--- config.mk ---
export PLATFORM = sky130hd
export DESIGN_NAME = spwm_channel
export DESIGN_NICKNAME = d
export VERILOG_FILES = /design/src/spwm_pkg.sv /design/src/spwm_channel.sv
export SDC_FILE = /design/constraint.sdc
export NUM_CORES = 1
export LEC_CHECK = 0
export BUFFER_PORTS_ARGS = -buffer_cell sky130_fd_sc_hd__buf_2
export CORE_UTILIZATION = 40
export CTS_CLUSTER_DIAMETER = 30
export CTS_CLUSTER_SIZE = 40
export DETAILED_ROUTE_END_ITERATION = 10
export GPL_TIMING_DRIVEN = 0
export SYNTH_ARGS = -nofsm -noshare
export SYNTH_HDL_FRONTEND = slang
export SYNTH_SLANG_ARGS = --single-unit
--- constraint.sdc ---
create_clock -name ref_clk -period 3.1 [get_ports ref_clk]
set_input_delay 0.31 -clock ref_clk [delete_from_list [all_inputs] [get_ports ref_clk]]
set_output_delay 0.31 -clock ref_clk [all_outputs]
set_load 0.02 [all_outputs]
--- src/spwm_pkg.sv ---
package spwm_pkg;
   // register indices on the plain register port
   localparam logic [3:0] ADDR_CTRL      = 4'h0;
   localparam logic [3:0] ADDR_DUTY_UP   = 4'h1;
   localparam logic [3:0] ADDR_DUTY_SHD  = 4'h2;
   localparam logic [3:0] ADDR_PERIOD    = 4'h3;
   localparam logic [3:0] ADDR_TCTRL     = 4'h4;
   localparam logic [3:0] ADDR_TSEL      = 4'h5;
   localparam logic [3:0] ADDR_TCOUNT    = 4'h6;
   localparam logic [3:0] ADDR_FLAGS     = 4'h7;
   localparam logic [3:0] ADDR_DIR       = 4'h8;
   localparam logic [3:0] ADDR_STATUS    = 4'h9;
   // channel control fields
   localparam int CTRL_MODE_LSB = 0;
   localparam int CTRL_DCB_LSB  = 4;
   localparam logic [3:0] MODE_PWM = 4'hC;
   // timer control fields
   localparam int TCTRL_CKPS_LSB = 0;
   localparam int TCTRL_ON_BIT   = 2;
   localparam int TCTRL_OUTPS_LSB = 3;
   localparam logic [1:0] CKPS_1  = 2'h0;
   localparam logic [1:0] CKPS_4  = 2'h1;
   localparam logic [1:0] CKPS_16 = 2'h2;
   // timer select field width and count of timers
   localparam int TSEL_W    = 2;
   localparam int NUM_TMR   = 3;
   // reset values
   localparam logic [7:0] RST_BYTE   = 8'h00;
   localparam logic [7:0] RST_PERIOD = 8'hFF;
   localparam logic [7:0] RST_DIR    = 8'h01;
   // last of the four oscillator cycles per timer increment at 1:1
   localparam logic [1:0] Q_LAST = 2'h3;
   typedef enum logic [1:0] {
      SPWM_OFF = 2'b00,
      SPWM_RUN = 2'b01
   } spwm_state_t;
endpackage
--- src/spwm_channel.sv ---
`timescale 1ns/10ps
// What this block does
// - drive one output pin with a pwm wave of up to 10-bit resolution
// - writing zero to channel control releases control of the output pin
// - period comes from one of three 8-bit timers picked by a 2-bit field
// - period is (period+1) times 4 oscillator periods times prescale
// - after count equals period: clear count, latch duty, set pin unless zero
// - timer postscaler does not affect the wave frequency
// - 10-bit duty is upper byte plus two lower bits in control register
// - duty writes accepted anytime, used only after a period match
// - shadow duty register is read-only while in pwm mode
// - duty is double buffered by shadow register and 2-bit latch
// - time base is count with two low bits from cycle counter or prescaler
// - time base equal to latched duty drives the pin low
// - high time is duty times oscillator period times prescale
// - duty beyond the period never clears the pin in that period
// - prescale factors 1, 4 and 16 are supported
// - resolution is log2 of 4(period+1), 10 bits at period 255
// - in sleep all counting and state freeze, pin holds, resume after
// - any reset restores register reset values and sets pins to input
module spwm_channel (
   input  wire logic       ref_clk,
   input  wire logic       reset,
   input  wire logic       sleep,
   input  wire logic [3:0] reg_addr,
   input  wire logic [7:0] reg_wdata,
   input  wire logic       reg_wr,
   input  wire logic       reg_rd,
   output logic      [7:0] reg_rdata,
   output logic            pwm_output_pin,
   output logic            pwm_output_oe
);
   import spwm_pkg::*;

   logic [7:0]  channel_control_reg_r;
   logic [7:0]  duty_upper_reg_r;
   logic [7:0]  duty_shadow_reg_r;
   logic [1:0]  duty_lsb_latch_r;
   logic [7:0]  period_reg_r [NUM_TMR];
   logic [7:0]  timer_control_reg_r [NUM_TMR];
   logic [7:0]  timer_count_r [NUM_TMR];
   logic [3:0]  presc_r [NUM_TMR];
   logic [NUM_TMR-1:0] timer_match_flag_r;
   logic [7:0]  timer_select_reg_r;
   logic        pin_direction_bit_r;
   logic        pwm_level_r;
   logic        started_r;
   spwm_state_t state_r;
   logic [NUM_TMR-1:0] tick;
   logic [NUM_TMR-1:0] match;
   logic [1:0]  sel;
   logic [1:0]  sel_ckps;
   logic [9:0]  time_base;
   logic [9:0]  duty_latched;
   logic        pwm_mode;
   logic        run;

   // write strobes decoded per register
   logic        wr_ctrl;
   logic        wr_duty_up;
   logic        wr_duty_shd;
   logic        wr_period;
   logic        wr_tctrl;
   logic        wr_tsel;
   logic        wr_tcount;
   logic        wr_flags;
   logic        wr_dir;

   // time base stepping and period end
   logic        period_end;
   logic        tb_step;
   logic [9:0]  tb_next;
   logic        duty_zero;

   // prescaler terminal count for a prescale field
   function automatic logic [3:0] presc_last(input logic [1:0] ckps);
      if (ckps == CKPS_1) begin
         presc_last = 4'h0;
      end else if (ckps == CKPS_4) begin
         presc_last = 4'h3;
      end else begin
         presc_last = 4'hF;
      end
   endfunction

   // two low time-base bits taken from the prescaler
   function automatic logic [1:0] presc_bits(input logic [1:0] ckps, input logic [3:0] p);
      if (ckps == CKPS_4) begin
         presc_bits = p[1:0];
      end else begin
         presc_bits = p[3:2];
      end
   endfunction

   // time base advances on this edge for the given prescale
   function automatic logic tb_advance(input logic [1:0] ckps, input logic [1:0] q,
                                       input logic [3:0] p);
      if (ckps == CKPS_1) begin
         tb_advance = 1'b1;
      end else if (ckps == CKPS_4) begin
         tb_advance = (q == Q_LAST);
      end else begin
         tb_advance = (q == Q_LAST) && (p[1:0] == Q_LAST);
      end
   endfunction

   assign run      = ~sleep;
   assign pwm_mode = (channel_control_reg_r[CTRL_MODE_LSB +: 4] == MODE_PWM);
   assign sel      = (timer_select_reg_r[TSEL_W-1:0] < 2'(NUM_TMR)) ?
                     timer_select_reg_r[TSEL_W-1:0] : 2'h0;

   // oscillator-cycle counter: one timer clock every four ref_clk cycles
   logic [1:0] q_cnt_r;
   always_ff @(posedge ref_clk) begin
      if (reset) begin
         q_cnt_r <= 2'h0;
      end else if (run) begin
         q_cnt_r <= q_cnt_r + 2'h1;
      end
   end

   // three period timers with prescaler; postscaler bits have no effect
   genvar g;
   for (g = 0; g < NUM_TMR; g++) begin : g_tmr
      logic [1:0] ckps;
      assign ckps    = timer_control_reg_r[g][TCTRL_CKPS_LSB +: 2];
      assign tick[g] = run && timer_control_reg_r[g][TCTRL_ON_BIT] && (q_cnt_r == Q_LAST)
                       && (presc_r[g] == presc_last(ckps));
      assign match[g] = (timer_count_r[g] == period_reg_r[g]);
      always_ff @(posedge ref_clk) begin
         if (reset) begin
            presc_r[g] <= 4'h0;
         end else if (run && timer_control_reg_r[g][TCTRL_ON_BIT] && q_cnt_r == Q_LAST) begin
            presc_r[g] <= (presc_r[g] == presc_last(ckps)) ? 4'h0 : presc_r[g] + 4'h1;
         end
      end
      always_ff @(posedge ref_clk) begin
         if (reset) begin
            timer_count_r[g] <= RST_BYTE;
         end else if (wr_tcount && sel == 2'(g)) begin
            timer_count_r[g] <= reg_wdata;
         end else if (tick[g]) begin
            timer_count_r[g] <= match[g] ? RST_BYTE : timer_count_r[g] + 8'h01;
         end
      end
      always_ff @(posedge ref_clk) begin
         if (reset) begin
            timer_match_flag_r[g] <= 1'b0;
         end else if (tick[g] && match[g]) begin
            timer_match_flag_r[g] <= 1'b1;
         end else if (wr_flags && !reg_wdata[g]) begin
            timer_match_flag_r[g] <= 1'b0;
         end
      end
   end

   // write address decode
   always_comb begin
      wr_ctrl     = 1'b0;
      wr_duty_up  = 1'b0;
      wr_duty_shd = 1'b0;
      wr_period   = 1'b0;
      wr_tctrl    = 1'b0;
      wr_tsel     = 1'b0;
      wr_tcount   = 1'b0;
      wr_flags    = 1'b0;
      wr_dir      = 1'b0;
      if (reg_wr) begin
         if (reg_addr == ADDR_CTRL) begin
            wr_ctrl = 1'b1;
         end else if (reg_addr == ADDR_DUTY_UP) begin
            wr_duty_up = 1'b1;
         end else if (reg_addr == ADDR_DUTY_SHD) begin
            wr_duty_shd = 1'b1;
         end else if (reg_addr == ADDR_PERIOD) begin
            wr_period = 1'b1;
         end else if (reg_addr == ADDR_TCTRL) begin
            wr_tctrl = 1'b1;
         end else if (reg_addr == ADDR_TSEL) begin
            wr_tsel = 1'b1;
         end else if (reg_addr == ADDR_TCOUNT) begin
            wr_tcount = 1'b1;
         end else if (reg_addr == ADDR_FLAGS) begin
            wr_flags = 1'b1;
         end else if (reg_addr == ADDR_DIR) begin
            wr_dir = 1'b1;
         end
      end
   end

   // channel control
   always_ff @(posedge ref_clk) begin
      if (reset) begin
         channel_control_reg_r <= RST_BYTE;
      end else if (wr_ctrl) begin
         channel_control_reg_r <= reg_wdata;
      end
   end

   // upper duty byte
   always_ff @(posedge ref_clk) begin
      if (reset) begin
         duty_upper_reg_r <= RST_BYTE;
      end else if (wr_duty_up) begin
         duty_upper_reg_r <= reg_wdata;
      end
   end

   // timer select
   always_ff @(posedge ref_clk) begin
      if (reset) begin
         timer_select_reg_r <= RST_BYTE;
      end else if (wr_tsel) begin
         timer_select_reg_r <= reg_wdata;
      end
   end

   // pin direction, input after reset
   always_ff @(posedge ref_clk) begin
      if (reset) begin
         pin_direction_bit_r <= RST_DIR[0];
      end else if (wr_dir) begin
         pin_direction_bit_r <= reg_wdata[0];
      end
   end

   // period register of the selected timer
   always_ff @(posedge ref_clk) begin
      if (reset) begin
         for (int i = 0; i < NUM_TMR; i++) begin
            period_reg_r[i] <= RST_PERIOD;
         end
      end else if (wr_period) begin
         period_reg_r[sel] <= reg_wdata;
      end
   end

   // timer control of the selected timer
   always_ff @(posedge ref_clk) begin
      if (reset) begin
         for (int i = 0; i < NUM_TMR; i++) begin
            timer_control_reg_r[i] <= RST_BYTE;
         end
      end else if (wr_tctrl) begin
         timer_control_reg_r[sel] <= reg_wdata;
      end
   end

   assign period_end = tick[sel] && match[sel];
   assign duty_zero  = ({duty_upper_reg_r, channel_control_reg_r[CTRL_DCB_LSB +: 2]} == 10'h000);

   // shadow duty byte: writable outside pwm mode, loaded at period end
   always_ff @(posedge ref_clk) begin
      if (reset) begin
         duty_shadow_reg_r <= RST_BYTE;
      end else if (pwm_mode && period_end) begin
         duty_shadow_reg_r <= duty_upper_reg_r;
      end else if (wr_duty_shd && !pwm_mode) begin
         duty_shadow_reg_r <= reg_wdata;
      end
   end

   // two-bit duty latch, loaded with the shadow byte
   always_ff @(posedge ref_clk) begin
      if (reset) begin
         duty_lsb_latch_r <= 2'h0;
      end else if (pwm_mode && period_end) begin
         duty_lsb_latch_r <= channel_control_reg_r[CTRL_DCB_LSB +: 2];
      end
   end

   // 10-bit time base and compare
   assign sel_ckps     = timer_control_reg_r[sel][TCTRL_CKPS_LSB +: 2];
   assign time_base    = {timer_count_r[sel], (sel_ckps == CKPS_1) ? q_cnt_r :
                          presc_bits(sel_ckps, presc_r[sel])};
   assign duty_latched = {duty_shadow_reg_r, duty_lsb_latch_r};
   // pin falls as the time base steps onto the duty value
   assign tb_step      = run && timer_control_reg_r[sel][TCTRL_ON_BIT] &&
                         tb_advance(sel_ckps, q_cnt_r, presc_r[sel]);
   assign tb_next      = time_base + 10'h001;

   // channel state: off outside pwm mode, then running
   always_ff @(posedge ref_clk) begin
      if (reset) begin
         state_r <= SPWM_OFF;
      end else if (!pwm_mode) begin
         state_r <= SPWM_OFF;
      end else if (run) begin
         case (state_r)
            SPWM_OFF: begin
               state_r <= SPWM_RUN;
            end
            default: begin
               state_r <= SPWM_RUN;
            end
         endcase
      end
   end

   // started flag for status
   always_ff @(posedge ref_clk) begin
      if (reset) begin
         started_r <= 1'b0;
      end else if (!pwm_mode) begin
         started_r <= 1'b0;
      end else if (run && state_r == SPWM_OFF) begin
         started_r <= 1'b1;
      end
   end

   // waveform level
   always_ff @(posedge ref_clk) begin
      if (reset) begin
         pwm_level_r <= 1'b0;
      end else if (!pwm_mode) begin
         pwm_level_r <= 1'b0;
      end else if (run && state_r == SPWM_RUN) begin
         if (period_end) begin
            pwm_level_r <= !duty_zero;
         end else if (tb_step && tb_next == duty_latched) begin
            pwm_level_r <= 1'b0;
         end
      end
   end

   // pin level
   always_ff @(posedge ref_clk) begin
      if (reset) begin
         pwm_output_pin <= 1'b0;
      end else if (run) begin
         pwm_output_pin <= pwm_level_r;
      end
   end

   // pin driver enable
   always_ff @(posedge ref_clk) begin
      if (reset) begin
         pwm_output_oe <= 1'b0;
      end else if (run) begin
         pwm_output_oe <= pwm_mode && !pin_direction_bit_r;
      end
   end

   // register reads, data one cycle after the strobe
   always_ff @(posedge ref_clk) begin
      if (reset) begin
         reg_rdata <= RST_BYTE;
      end else if (reg_rd) begin
         if (reg_addr == ADDR_CTRL) begin
            reg_rdata <= channel_control_reg_r;
         end else if (reg_addr == ADDR_DUTY_UP) begin
            reg_rdata <= duty_upper_reg_r;
         end else if (reg_addr == ADDR_DUTY_SHD) begin
            reg_rdata <= duty_shadow_reg_r;
         end else if (reg_addr == ADDR_PERIOD) begin
            reg_rdata <= period_reg_r[sel];
         end else if (reg_addr == ADDR_TCTRL) begin
            reg_rdata <= timer_control_reg_r[sel];
         end else if (reg_addr == ADDR_TSEL) begin
            reg_rdata <= timer_select_reg_r;
         end else if (reg_addr == ADDR_TCOUNT) begin
            reg_rdata <= timer_count_r[sel];
         end else if (reg_addr == ADDR_FLAGS) begin
            reg_rdata <= {5'h00, timer_match_flag_r};
         end else if (reg_addr == ADDR_DIR) begin
            reg_rdata <= {7'h00, pin_direction_bit_r};
         end else if (reg_addr == ADDR_STATUS) begin
            reg_rdata <= {5'h00, started_r, pwm_mode, pwm_level_r};
         end else begin
            reg_rdata <= RST_BYTE;
         end
      end else begin
         reg_rdata <= RST_BYTE;
      end
   end
endmodule

# ---- Word-level counts from Yosys, hierarchy flattened
# Memory sizes are Yosys's and may differ from the RTL's.
# Cells that the tools add are included.
dict set report totals {
  reg_bits 53
  mem_count 4
  input_bits 17
  ramBits 84
  word_cells 276
  output_inout_bits 10
}
dict set report classes {
  reduce_logical 52
  eq_ne 28
  bitwise 12
  magnitude_cmp 2
  n_mux 154
  add_sub_neg 8
}
# memory words word_bits rd rd_clocked_by_memory_dff wr line_no
set mem_list {}
lappend mem_list {period_reg_r 3 8 4 0 3 spwm_channel.sv:39} ;# logic [7:0] period_reg_r [NUM_TMR];
lappend mem_list {timer_control_reg_r 3 8 4 0 3 spwm_channel.sv:40} ;# logic [7:0] timer_control_reg_r [NUM_TMR];
lappend mem_list {timer_count_r 3 8 4 0 3 spwm_channel.sv:41} ;# logic [7:0] timer_count_r [NUM_TMR];
lappend mem_list {presc_r 3 4 4 0 3 spwm_channel.sv:42} ;# logic [3:0] presc_r [NUM_TMR];
# operator count
set op_table {}
lappend op_table {{$mux 8} 20}
lappend op_table {{$mux 1} 106}
lappend op_table {{$mux 4} 18}
lappend op_table {{$logic_and 1x1->1} 28}
lappend op_table {{$add 8x1->8 const B} 3}
lappend op_table {{$eq 4x4->1} 6}
lappend op_table {{$eq 8x8->1} 3}
lappend op_table {{$eq 4x3->1 const B} 4}
lappend op_table {{$reduce_or 8->1} 2}
lappend op_table {{$add 4x1->4 const B} 3}
lappend op_table {{$eq 4x4->1 const B} 3}
lappend op_table {{$logic_not 2->1} 6}
lappend op_table {{$add 10x1->10 const B} 1}
lappend op_table {{$eq 10x10->1} 1}
lappend op_table {{$eq 2x1->1 const B} 5}
lappend op_table {{$logic_not 10->1} 1}
lappend op_table {{$mux 2} 5}
lappend op_table {{$reduce_bool 2->1} 5}
lappend op_table {{$mux 3} 3}
lappend op_table {{$or 1x1->1} 9}
lappend op_table {{$eq 4x2->1 const B} 2}
lappend op_table {{$eq 2x2->1 const B} 3}
lappend op_table {{$logic_not 1->1} 6}
lappend op_table {{$bmux 1 s2} 2}
lappend op_table {{8 further kinds} 11}

# ---- Depth between registers and ports, before layout
# Gate-level depths: netlist of the first run.
dict set report depth {
  word_depth 15
  depth_mapped 14
  mapped_depth_nobuf 13
}

# ---- Least setup slack after synthesis of the first run
# OpenSTA, ideal clock, no wires.
dict set report synth_path {
  path_kind {reg2reg}
  startpoint {register timer_select_reg_r[1]}
  endpoint {register pwm_level_r}
  t_arrival_ns 2.977
  stages_incl_launch_ff 15
  t_required_ns 2.975
  path_slack_ns -0.003
  synth_period_minus_slack_ns 3.103
  setup_ns 0.125
  path_buffers 1
  path_cell_list {dfxtp_1 inv_1 ha_1 buf_6 mux4_2 o21bai_1 o2bb2ai_1 inv_1 ha_1 xnor2_1 o2111ai_1 nor3_1 o2111ai_1 a311oi_1 a21oi_1}
}
dict set report synth_via {
  elab_chain_cells 11
  elab_cells_between_ends 26
  classes_between {add/sub: 1; order compare: 1; eq/ne: 3; mux: 10; reduce/logical: 8; memory: 3}
}
# element line_no
set synth_lines {}
lappend synth_lines {{start, declared} spwm_channel.sv:44} ;# logic [7:0] timer_select_reg_r;
lappend synth_lines {{start signal, assigned} spwm_channel.sv:214} ;# timer_select_reg_r <= reg_wdata;
lappend synth_lines {{$lt 2x2->1} spwm_channel.sv:109} ;# assign sel = (timer_select_reg_r[TSEL_W-1:0] < 2'(NUM_TMR)) ?
lappend synth_lines {{$mux 2 *} spwm_channel.sv:109}
lappend synth_lines {{$mem_v2 3x8 / $mem_v2 3x4 (equally long branches)} --}
lappend synth_lines {{$eq 2x1->1 / $eq 2x2->1 (equally long branches)} {spwm_channel.sv:88, spwm_channel.sv:100, spwm_channel.sv:103}}
lappend synth_lines {{$mux 2 / $logic_and 1x1->1 (equally long branches)} {spwm_channel.sv:88, spwm_channel.sv:103}}
lappend synth_lines {{$mux 2 / $mux 1 (equally long branches)} {spwm_channel.sv:274, spwm_channel.sv:100}}
lappend synth_lines {{$add 10x1->10 / $mux 1 (equally long branches)} {spwm_channel.sv:280, spwm_channel.sv:98}}
lappend synth_lines {{$eq 10x10->1 / $logic_and 1x1->1 (equally long branches)} {spwm_channel.sv:320, spwm_channel.sv:278}}
lappend synth_lines {{$logic_and 1x1->1} spwm_channel.sv:320} ;# end else if (tb_step && tb_next == duty_latched) begin
lappend synth_lines {{$reduce_bool 2->1 (no line)} --}
lappend synth_lines {{$reduce_and 2->1 (no line)} --}
lappend synth_lines {{end signal, assigned} spwm_channel.sv:319} ;# pwm_level_r <= !duty_zero;
lappend synth_lines {{end, declared} spwm_channel.sv:46} ;# logic pwm_level_r;
# Mark *: on every way between the ends. The rest lies on a longest branch, timed or not. The select of a mux whose other input is x is not followed.
# A chain may end at the register's enable or synchronous reset.

# ---- Final worst setup path of the first run
dict set report layout_path {
  startpoint {register timer_select_reg_r[0]}
  endpoint {register pwm_level_r}
}
# The elaborated chain is that of the path after synthesis.

==> impl_results.md, run 1 <==
- Maximum clock rate: 317.9 MHz
- Slew HR: 12.21%
- Average size of a mapped cell: 9.879 sq um
- Final Cycle Share: 101.5%
- Post-synthesis cell type count: 65
- Largest stage delay, worst path: 590 ps
- CTS Sinks: 153
- Internal power: 3.504 mW
- Clk Latency, worst-skew pair: 440 ps
- Crit path launch type: register
- First-pass GRT wire length: 41170 microns
- Yosys top cell area share: 35.26%
- DRC: 0
- DP Worst Slack: -640.2 ps
- Area after DPL: 8986 sq um
- CP arrival: 3460 ps
- H-Tree Depth: 4
- Core ar.: 20960 sq um
- Routed WL: 27450 microns
- Sequential area share after synthesis: 47.72%
- Synth area leader: edfxtp_1
- DR WL/cell: 22.88 microns
- Critical-path top delay cell: mux4_2
- RSZ-0062 raised after global routing: yes
- Asr flop ratio synth: 0%
- GRT Util Overall: 26.05%
- Max Buffers Root-to-Sink: 2
- Initial Utilization: 40.64%
- Syn nets: 891
- CP max FO: 5
- Worst Skew: 9.748 ps
- Synth Register Bits: 153
- CTS tree: done
- FF-to-FF setup slack: -50 ps
- Largest net degree at the start of global routing: 20
- # fillers: 2025
- Share of layout cells above drive strength 1: 12.11%
- CP Class: reg2reg
- Clock power share: 43.7%
- Die area: 21880 sq um
- I/O pins: 27
- Final slew viol count: 0
- Final GP Congestion: 0.9930
- Worst Tran Pin Value: 1303 ps
- Final instance area: 9728 sq um
- CTS Buf Count: 17
- Gate power share: 8.2%
- Vias/cell: 5.965
- Antenna viol nets, final: 0
- Min-delay src: reg_wdata[6]
- Outcome: complete, but fails checks
- Power Total: 4.696 mW
- Hold Vio Cnt, Final: 0
- Reg power frac: 48.1%
- EDFF count, synth: 100
- 1st-iter DRT viols: 865
- Max-Cap Viols: 0
- Synth Flop Type: edfxtp_1
- Post-Synthesis Cells: 862
- Die Height: 147.9 microns
- Die width: 147.9 microns
- Cell area after synthesis: 8516 sq um
- Setup Viol. Count Final: 1
- Sw frac: 25.38%
- Terminus of the critical flop-to-flop path: pwm_level_r$_SDFFE_PP0P_
- Lkg Pwr: 3.178 nW
- Row count: 53
- CP endpoint kind: register
- CP cell instances: ha_4 -> mux4_2 -> o21ba_4 -> a21oi_4 -> ha_2 -> o211ai_1 -> or3_1 -> a21boi_1 -> o2111ai_2 -> a311oi_1 -> a21oi_1
- Grt ovf: 0
- DR pass1 iterations: 6
- ANT cells: 0
- Clk slew on worst S/H paths: 60 ps
- Hold Crit Class: in2reg
- WHS Endpoint: period_reg_r[3][6]$_DFFE_PP_
- DP Wirelength: 19870 microns
- Area Growth Syn to Fin: 14.24%
- CP required: 3420 ps
- Failing checks: negative setup slack
- Commonest cells after routing, fill and taps aside: edfxtp_1, nand2_1, nor2_1
- Root Driver: clkbuf_16
- # nets final: 941
- Via Count: 7158
- Cell Pwr Density: 482.7 nW/um^2
- Top cells by area, synth: edfxtp_1, dfxtp_1, mux2i_1
- Sw power: 1.192 mW
- Worst vdd ir: 0.0004078 V
- Initial antenna violation count: 0
- Worst r2r src: timer_select_reg_r[0]$_SDFFE_PP0P_
- Port Buffers: 24
- Leading cell type in the layout, fill and taps excluded: edfxtp_1
- Synth Warn #: 0
- Vias in the first global route: 6616
- Crit path time final: 3146 ps
- Min setup slack post-route: -45.95 ps
- Hold Crit Depth: 1
- R2R cell count: 11
-- per-layer routing --
metal / vias up / wire [microns] / part of all wire [%] / global-route usage (%)
met1: 3451 / 12310 / 45 / 36.28
met3: 75 / 2014 / 7.3 / 5.463
met2: 330 / 11970 / 44 / 38.23
li1: 3302 / - / - / -
met4: 0 / 1164 / 4.2 / 13.04
met5: - / 0 / 0 / 0
-- cells in the mapped netlist, types with 22 or more instances --
cell      instances
nor2_1           64
o21ai_0          44
or3_1            25
a21oi_1          53
edfxtp_1        100
nand3_1          47
and2_1           28
mux2i_1          34
xnor2_1          34
xor2_1           22
clkbuf_1         41
nand2_1          76
dfxtp_1          53
-- worst max path at each step --
stage	startpoint	end
floorplan	timer_select_reg_r[1]$_SDFFE_PP0P_	pwm_level_r$_SDFFE_PP0P_
global placement	timer_select_reg_r[1]$_SDFFE_PP0P_	pwm_level_r$_SDFFE_PP0P_
detailed placement	timer_select_reg_r[1]$_SDFFE_PP0P_	pwm_level_r$_SDFFE_PP0P_
CTS	timer_select_reg_r[1]$_SDFFE_PP0P_	pwm_level_r$_SDFFE_PP0P_
global route	timer_select_reg_r[1]$_SDFFE_PP0P_	pwm_level_r$_SDFFE_PP0P_
finish	timer_select_reg_r[0]$_SDFFE_PP0P_	pwm_level_r$_SDFFE_PP0P_
-- critical path: cells and delay by family, from the launching register on --
family                   cells  cell delay (ps)
multiplexers                 1              590
AO/OA/AOI/OAI                7             1240
AND/OR/NAND/NOR              1              410
adder cells (fa/ha/maj)      2              370
flip-flops                   1              410
-- state kept, by name, indices dropped and copies added, names as in the netlist --
signal,count
channel_control_reg_r,8
duty_lsb_latch_r,2
duty_shadow_reg_r,8
duty_upper_reg_r,8
period_reg_r,32
pin_direction_bit_r,1
presc_r,12
pwm_level_r,1
pwm_output_oe,1
pwm_output_pin,1
q_cnt_r,2
reg_rdata,8
started_r,1
state_r,1
timer_control_reg_r,32
timer_count_r,24
timer_match_flag_r,3
timer_select_reg_r,8
-- kinds of logic after synthesis --
logic type | share of synthesized area [%]
AND/OR/NAND/NOR | 19.84
adder cells (fa/ha/maj) | 1.763
buffers and inverters | 3.218
AO/OA/AOI/OAI | 14.66
XOR/XNOR | 5.760
multiplexers | 7.038
flip-flops | 47.72
-- final cells by class --
class / count / area, sq um / share of cell area, %
Tap cell: 275 / 344.1 / 3.537
Inverter: 17 / 66.31 / 0.6817
Clock buffer: 24 / 514.2 / 5.286
Clock inverter: 8 / 57.56 / 0.5916
Multi-Input combinational cell: 640 / 4283 / 44.03
Timing Repair Buffer: 35 / 202.7 / 2.084
Buffer: 48 / 188.9 / 1.942
Sequential cell: 153 / 4071 / 41.85
-- metrics by stage --
step	cells	hold WS, ps	setup TNS [ps]	utilization [%]
4_1_cts	1199	171.5	-34.07	46.14
6_report	1200	172.7	-45.95	46.42
3_5_place_dp	1161	460.9	-7476	42.88
2_1_floorplan	862	408.9	0	-
5_1_grt	1200	172.7	-159.1	46.42
3_3_place_gp	1161	456.6	-7472	42.88
-- power groups by stage --
| stage | Combinational [mW] | Sequential [mW] | Clock, mW |
|---|---|---|---|
| 2_1_floorplan | 0.225 | 2.28 | 0 |
| 3_3_place_gp | 0.354 | 2.30 | 0 |
| 3_5_place_dp | 0.357 | 2.30 | 0 |
| 4_1_cts | 0.373 | 2.26 | 2.06 |
| 5_1_grt | 0.415 | 2.26 | 2.15 |
| 6_report | 0.386 | 2.26 | 2.05 |
-- repair_timing --
| item | CTS | global route |
|---|---|---|
| endpoints found under the setup margin | 32 | 17 |
| pin swaps | 7 | 7 |
| setup buffers | 9 | 2 |
| hold buffers | 0 | 0 |
| hold endpoints to repair | 0 | 0 |
| gates resized for setup | 15 | 11 |
No activity file was read; power rests on OpenSTA's default activity.
==> run 2: changes to the inputs <==
--- a/config.mk
+++ b/config.mk
@@ -5,12 +5,15 @@
 export SDC_FILE = /design/constraint.sdc
 export NUM_CORES = 1
 export LEC_CHECK = 0
+export ABC_AREA = 1
 export BUFFER_PORTS_ARGS = -buffer_cell sky130_fd_sc_hd__buf_2
+export CORE_ASPECT_RATIO = 0.9
 export CORE_UTILIZATION = 40
 export CTS_CLUSTER_DIAMETER = 30
 export CTS_CLUSTER_SIZE = 40
 export DETAILED_ROUTE_END_ITERATION = 10
 export GPL_TIMING_DRIVEN = 0
+export PLACE_DENSITY_LB_ADDON = 0.3
 export SYNTH_ARGS = -nofsm -noshare
 export SYNTH_HDL_FRONTEND = slang
 export SYNTH_SLANG_ARGS = --single-unit
==> impl_results.md, run 2 <==
- RSZ-0062 raised after global routing: yes
- Worst vdd ir: 0.0003369 V (-17%)
- Final Cycle Share: 94.42% (-7.1 points)
- Vias in the first global route: 7256 (+9.7%)
- Slew HR: 46.98% (+35 points)
- Vias/cell: 5.572 (-6.6%)
- Via Count: 8107 (+13%)
- Clk Latency, worst-skew pair: 440 ps (about the same)
- CP delay by family, top: simple AND/OR/NAND/NOR gates
- DR WL/cell: 18.87 microns (-17%)
- GRT Util Overall: 25.42% (-0.63 points)
- Average size of a mapped cell: 7.823 sq um (-21%)
- Top cells by area, synth: edfxtp_1, nand2_1, dfxtp_1
- Synth Warn #: 0 (unchanged)
- WHS Endpoint: reg_rdata[2]$_SDFF_PP0_
- Worst Tran Pin Value: 792.4 ps (-510.6 ps)
- Commonest cells post-synth: nand2_1, inv_1, nor2_1
- Hold Vio Cnt, Final: 0 (unchanged)
- Largest stage delay, worst path: 380 ps (-210 ps)
- Core ar.: 21020 sq um (+0.31%)
- Core Util, Final: 47.11% (+0.69 points)
- CTS Sinks: 153 (unchanged)
- Grt ovf: 0 (unchanged)
- CP max FO: 8 (+3)
- Cell Pwr Density: 506.6 nW/um^2 (+5.0%)
- EDFF count, synth: 100 (unchanged)
- Commonest cells after routing, fill and taps aside: nand2_1, inv_1, nor2_1
- ANT cells: 0 (unchanged)
- Share of layout cells above drive strength 1: 13.17% (+1.1 points)
- Critical-path top delay cell: dfxtp_4
- Asr flop ratio synth: 0% (unchanged)
- Area Growth Syn to Fin: 14.46%
- Count leader, synth: nand2_1
- Synth Flop Type: edfxtp_1
- # nets final: 1185 (+26%)
- # fillers: 2077 (+2.6%)
- Routed WL: 27460 microns (about the same)
- CP Class: reg2reg
- DP Wirelength: 20570 microns (+3.5%)
- Maximum clock rate: 341.6 MHz (+7.5%)
- Synth Register Bits: 153 (unchanged)
- Worst r2r src: timer_select_reg_r[0]$_SDFFE_PP0P_
- CP arrival: 3250 ps (-210 ps)
- Clk slew on worst S/H paths: 70 ps (about the same)
- CP required: 3430 ps (about the same)
- DR pass1 iterations: 6 (unchanged)
- Yosys top cell area share: 34.71% (-0.56 points)
- Final slew viol count: 0 (unchanged)
- Die width: 157.0 microns (+6.2%)
- Min-delay src: reg_rd
- R2R cell count: 26 (+15)
- Post-synthesis cell type count: 46 (-29%)
- Max-Cap Viols: 0 (unchanged)
- Leading cell type in the layout, fill and taps excluded: nand2_1
- Initial Utilization: 41.16% (+0.52 points)
- Sequential area share after synthesis: 46.97% (-0.75 points)
- Die Height: 141.5 microns (-4.3%)
- Root Driver: clkbuf_16
- DRC: 0 (unchanged)
- 1st-iter DRT viols: 1149 (+33%)
- Largest net degree at the start of global routing: 17 (-15%)
- Antenna viol nets, final: 0 (unchanged)
- First-pass GRT wire length: 41410 microns (+0.60%)
- FF-to-FF setup slack: 170 ps (+220 ps)
- Outcome: completed
- Max Buffers Root-to-Sink: 2 (unchanged)
- Setup Viol. Count Final: 0 (-1)
- Hold Crit Depth: 3 (+2)
- CTS Buf Count: 17 (unchanged)
- Worst Path Buf+Inv: 5 (+5)
- Terminus of the critical flop-to-flop path: pwm_level_r$_SDFFE_PP0P_
- Cell area after synthesis: 8652 sq um (+1.6%)
- Crit path time final: 2927 ps (-218.8 ps)
- Post-Synthesis Cells: 1106 (+28%)
- Row count: 50 (-5.7%)
- I/O pins: 27 (unchanged)
- Port Buffers: 24 (unchanged)
- Crit path launch type: register
- Hold Crit Class: in2reg
- Worst Skew: 12.60 ps (+2.857 ps)
- Total Neg Setup Slack: 0 ps (+45.95 ps)
- Die area: 22220 sq um (+1.6%)
- CTS tree: done
- Area after DPL: 9130 sq um (+1.6%)
- CP endpoint kind: register
- Biggest regs: period_reg_r x32, timer_control_reg_r x32, timer_count_r x24
- Synth area leader: edfxtp_1
- H-Tree Depth: 4 (unchanged)
- Lkg Pwr: 3.982 nW (+25%)
- Initial antenna violation count: 0 (unchanged)
- Final GP Congestion: 0.9869 (-0.61%)
- Syn nets: 1135 (+27%)
- Final instance area: 9903 sq um (+1.8%)
[run 2: cell families after synthesis]
family	Yosys count	share of synthesized area, %
xor+xnor	23	2.328
simple gates	567	29.13
fa+ha+maj	12	1.735
flops	153	46.97
compound gates	186	11.83
buf+inv	165	8.012
[run 2: cell type report]
class / instances / area [sq um] / area share (%)
Sequential cell: 153 / 4069 / 41.09
Multi-Input combinational cell: 788 / 3926 / 39.65
Clock buffer: 23 / 543.0 / 5.483
Inverter: 133 / 516.7 / 5.218
Tap cell: 286 / 357.8 / 3.613
Buffer: 32 / 197.7 / 1.996
Timing Repair Buffer: 31 / 172.7 / 1.744
Clock inverter: 9 / 120.1 / 1.213
[run 2: per-layer routing]
layer / global-route usage (%) / routed length [microns] / part of all wire [%]
met2: 36.26 / 11530 / 42
met5: 0 / 0 / 0
met1: 37.63 / 12250 / 45
met3: 4.979 / 2995 / 11
met4: 9.658 / 691 / 2.5
[run 2: worst min-delay path: stages]
cell	delay [ps]
buf_2	90
nand2_1	90
nor2_1	50
[run 2: report_power, final]
part | internal, mW | switching (mW)
clock | 1.42 | 0.920
combinational | 0.118 | 0.311
sequential | 2.21 | 0.0430
total | 3.74 | 1.27
[run 2: how the worst max path moves through the flow]
stage | from | end | cells past startpoint
2_1_floorplan | timer_select_reg_r[0]$_SDFFE_PP0P_ | pwm_level_r$_SDFFE_PP0P_ | 26
3_3_place_gp | reg_addr[0] | timer_control_reg_r[3][2]$_DFFE_PP_ | 6
3_5_place_dp | reg_addr[0] | timer_control_reg_r[3][0]$_DFFE_PP_ | 6
4_1_cts | timer_select_reg_r[0]$_SDFFE_PP0P_ | pwm_level_r$_SDFFE_PP0P_ | 26
5_1_grt | timer_select_reg_r[0]$_SDFFE_PP0P_ | pwm_level_r$_SDFFE_PP0P_ | 26
6_report | timer_select_reg_r[0]$_SDFFE_PP0P_ | pwm_level_r$_SDFFE_PP0P_ | 26
[run 2: timing repair]
item / CTS / global route
hold buffers: 0 / 0
resized for setup: 2 / 21
setup endpoints to repair: 1 / 9
pin swaps: 0 / 6
setup buffers: 0 / 7
[run 2: metrics by stage]
step                cells  hold WS (ps)  power [mW]  worst slack [ps]
global placement     1416         439.5       2.696            -4.892
CTS                  1448         142.0       4.998             22.64
global route         1455         177.3       5.143            -99.77
finish               1455         142.9       5.017             172.8
floorplan            1106         408.9       2.543             450.1
detailed placement   1416         452.5       2.699            -1.296
==> run 3: changes to the inputs <==
--- a/config.mk
+++ b/config.mk
@@ -8,6 +8,7 @@
 export ABC_AREA = 1
 export BUFFER_PORTS_ARGS = -buffer_cell sky130_fd_sc_hd__buf_2
 export CORE_ASPECT_RATIO = 0.9
+export CORE_MARGIN = 2
 export CORE_UTILIZATION = 40
 export CTS_CLUSTER_DIAMETER = 30
 export CTS_CLUSTER_SIZE = 40
==> constraint.sdc (replaced) <==
create_clock -name ref_clk -period 3.1 [get_ports ref_clk]
set_input_delay 0.775 -clock ref_clk [delete_from_list [all_inputs] [get_ports ref_clk]]
set_output_delay 0.775 -clock ref_clk [all_outputs]
set_load 0.02 [all_outputs]
==> impl_results.md, run 3 (synthesis results as in run 2) <==
- GRT Util Overall: 24.59% (-0.83 points)
- I/O pins: 27 (unchanged)
- Root Driver: clkbuf_16
- Crit path from: timer_select_reg_r[0]$_SDFFE_PP0P_
- Core Util, Final: 45.47% (-1.6 points)
- # nets final: 1182 (-0.25%)
- CP arrival: 3260 ps (about the same)
- Final slew viol count: 0 (unchanged)
- CTS Sinks: 153 (unchanged)
- H-Tree Depth: 4 (unchanged)
- Die Height: 143.5 microns (+1.4%)
- Core ar.: 21440 sq um (+2.0%)
- Port Buffers: 24 (unchanged)
- RSZ-0062 raised after global routing: yes
- Crit path time final: 2935 ps (+8.149 ps)
- Min-delay src: channel_control_reg_r[7]$_SDFFE_PP0P_
- Met3 Wirelength: 3070 microns (+2.5%)
- Biggest regs: period_reg_r x32, timer_control_reg_r x32, timer_count_r x24
- Initial Utilization: 40.35% (-0.81 points)
- ANT cells: 0 (unchanged)
- Largest stage delay, worst path: 350 ps (-30 ps)
- Worst vdd ir: 0.0002740 V (-19%)
- Cell Pwr Density: 481.3 nW/um^2 (-5.0%)
- Die width: 159.0 microns (+1.3%)
- Final GP Congestion: 0.9533 (-3.4%)
- Max-Cap Viols: 0 (unchanged)
- Hold Vio Cnt, Final: 0 (unchanged)
- Final Cycle Share: 94.69% (+0.26 points)
- First-pass GRT wire length: 42060 microns (+1.6%)
- Worst r2r src: timer_select_reg_r[0]$_SDFFE_PP0P_
- CTS tree: done
- Most used cell, CP: nand2_1
- Critical-path top delay cell: dfxtp_2
- Commonest cells after routing, fill and taps aside: nand2_1, inv_1, nor2_1
- Worst Skew: 10.24 ps (-2.363 ps)
- Area Growth Syn to Fin: 12.68%
- Die area: 22820 sq um (+2.7%)
- Grt ovf: 0 (unchanged)
- CP max FO: 10 (+2)
- Power Total: 4.692 mW (-6.5%)
- DR pass1 iterations: 6 (unchanged)
- Largest net degree at the start of global routing: 17 (unchanged)
- Non-filler cells in the finished layout: 1457 (+0.14%)
- 1st-iter DRT viols: 1118 (-2.7%)
- Total Neg Setup Slack: 0 ps (unchanged)
- CTS Buf Count: 17 (unchanged)
- CP Class: reg2reg
- Share of layout cells above drive strength 1: 12.44% (-0.74 points)
- Antenna viol nets, final: 0 (unchanged)
- CP required: 3420 ps (about the same)
- Vias/cell: 5.468 (-1.9%)
- Clk Latency, worst-skew pair: 440 ps (about the same)
- Vias in the first global route: 7254 (-0.028%)
- Slew HR: 46.10% (-0.88 points)
- Hold Crit Class: reg2reg
- DRC: 0 (unchanged)
- Crit path launch type: register
- Leading cell type in the layout, fill and taps excluded: nand2_1
- Worst hold slack: 463.4 ps (+320.5 ps)
- Initial antenna violation count: 0 (unchanged)
- Maximum clock rate: 340.7 MHz (-0.28%)
- Worst Tran Pin Value: 808.5 ps (+16.06 ps)
- Routed WL: 27690 microns (+0.84%)
- Outcome: completed
- Row count: 51 (+2.0%)
- M1 WL: 12370 microns (+0.98%)
- Max Buffers Root-to-Sink: 2 (unchanged)
- Metal2 WL: 11500 microns (-0.23%)
- DP Wirelength: 20640 microns (+0.34%)
- Setup Viol. Count Final: 0 (unchanged)
- CP endpoint kind: register
- Via Count: 7967 (-1.7%)
- DR WL/cell: 19.01 microns (+0.70%)
- Placed insts: 1421 (+0.35%)
- Clk slew on worst S/H paths: 60 ps (about the same)
- DR top layer: met4
- Lkg Pwr: 3.906 nW (-1.9%)
## run 3: cell count changes in the layout (fill, tap and decap cells not counted), moves of 2 or more
cell	change
inv_6	+3
buf_4	-4
clkinv_1	+3
nand2_1	+3
clkbuf_16	-4
nand2_2	-3
inv_1	+2
## run 3: layout make-up
cell class / count / area [sq um]
fill: 2220 / 11690
sequential: 153 / 4066
multi-input combinational: 788 / 3916
inverter: 133 / 506.7
clock buffer: 18 / 429.2
tap: 291 / 364.1
buffer: 32 / 195.2
timing repair buffer: 28 / 150.1
clock inverter: 14 / 121.4
## run 3: path summary, 6_finish.rpt
check                                          endpoint  slack [ps]  depth (start not counted)
hold reg to reg   channel_control_reg_r[7]$_SDFFE_PP0P_         460                          2
setup / recovery               pwm_level_r$_SDFFE_PP0P_         160                         26
setup reg to reg               pwm_level_r$_SDFFE_PP0P_         160                         26
hold / removal    channel_control_reg_r[7]$_SDFFE_PP0P_         460                          2
## run 3: routing by layer
metal,global-route usage (%),up-vias
met5,0,-
met4,8.900,0
met3,7.619,66
met2,35.77,423
met1,34.47,3685
li1,-,3793
## run 3: repair_timing
item                                    CTS  global route
hold buffers                              0             0
resized for setup                         2            11
endpoints found under the setup margin    1            17
pin swaps                                 0             2
setup buffers                             0             4
## run 3: worst max-delay path, delay by kind of cell, from the launching register on
family,cells,cell delay [ps]
AOI/OAI and AO/OA,4,330
adders and majority gates,2,480
buffers and inverters,5,510
DFF,1,350
and+or+nand+nor,15,1150
## run 3: where the power goes
group / internal [mW] / switching (mW)
logic: 0.114 / 0.313
clock network: 1.11 / 0.905
registers: 2.21 / 0.0434
## run 3: through the flow
step | worst slack, ps | cell area (sq um)
2_1_floorplan | 450.1 | 8652
3_3_place_gp | -320.8 | 9136
3_5_place_dp | -397.8 | 9136
4_1_cts | 35.78 | 9691
5_1_grt | -92.54 | 9749
6_report | 164.7 | 9749
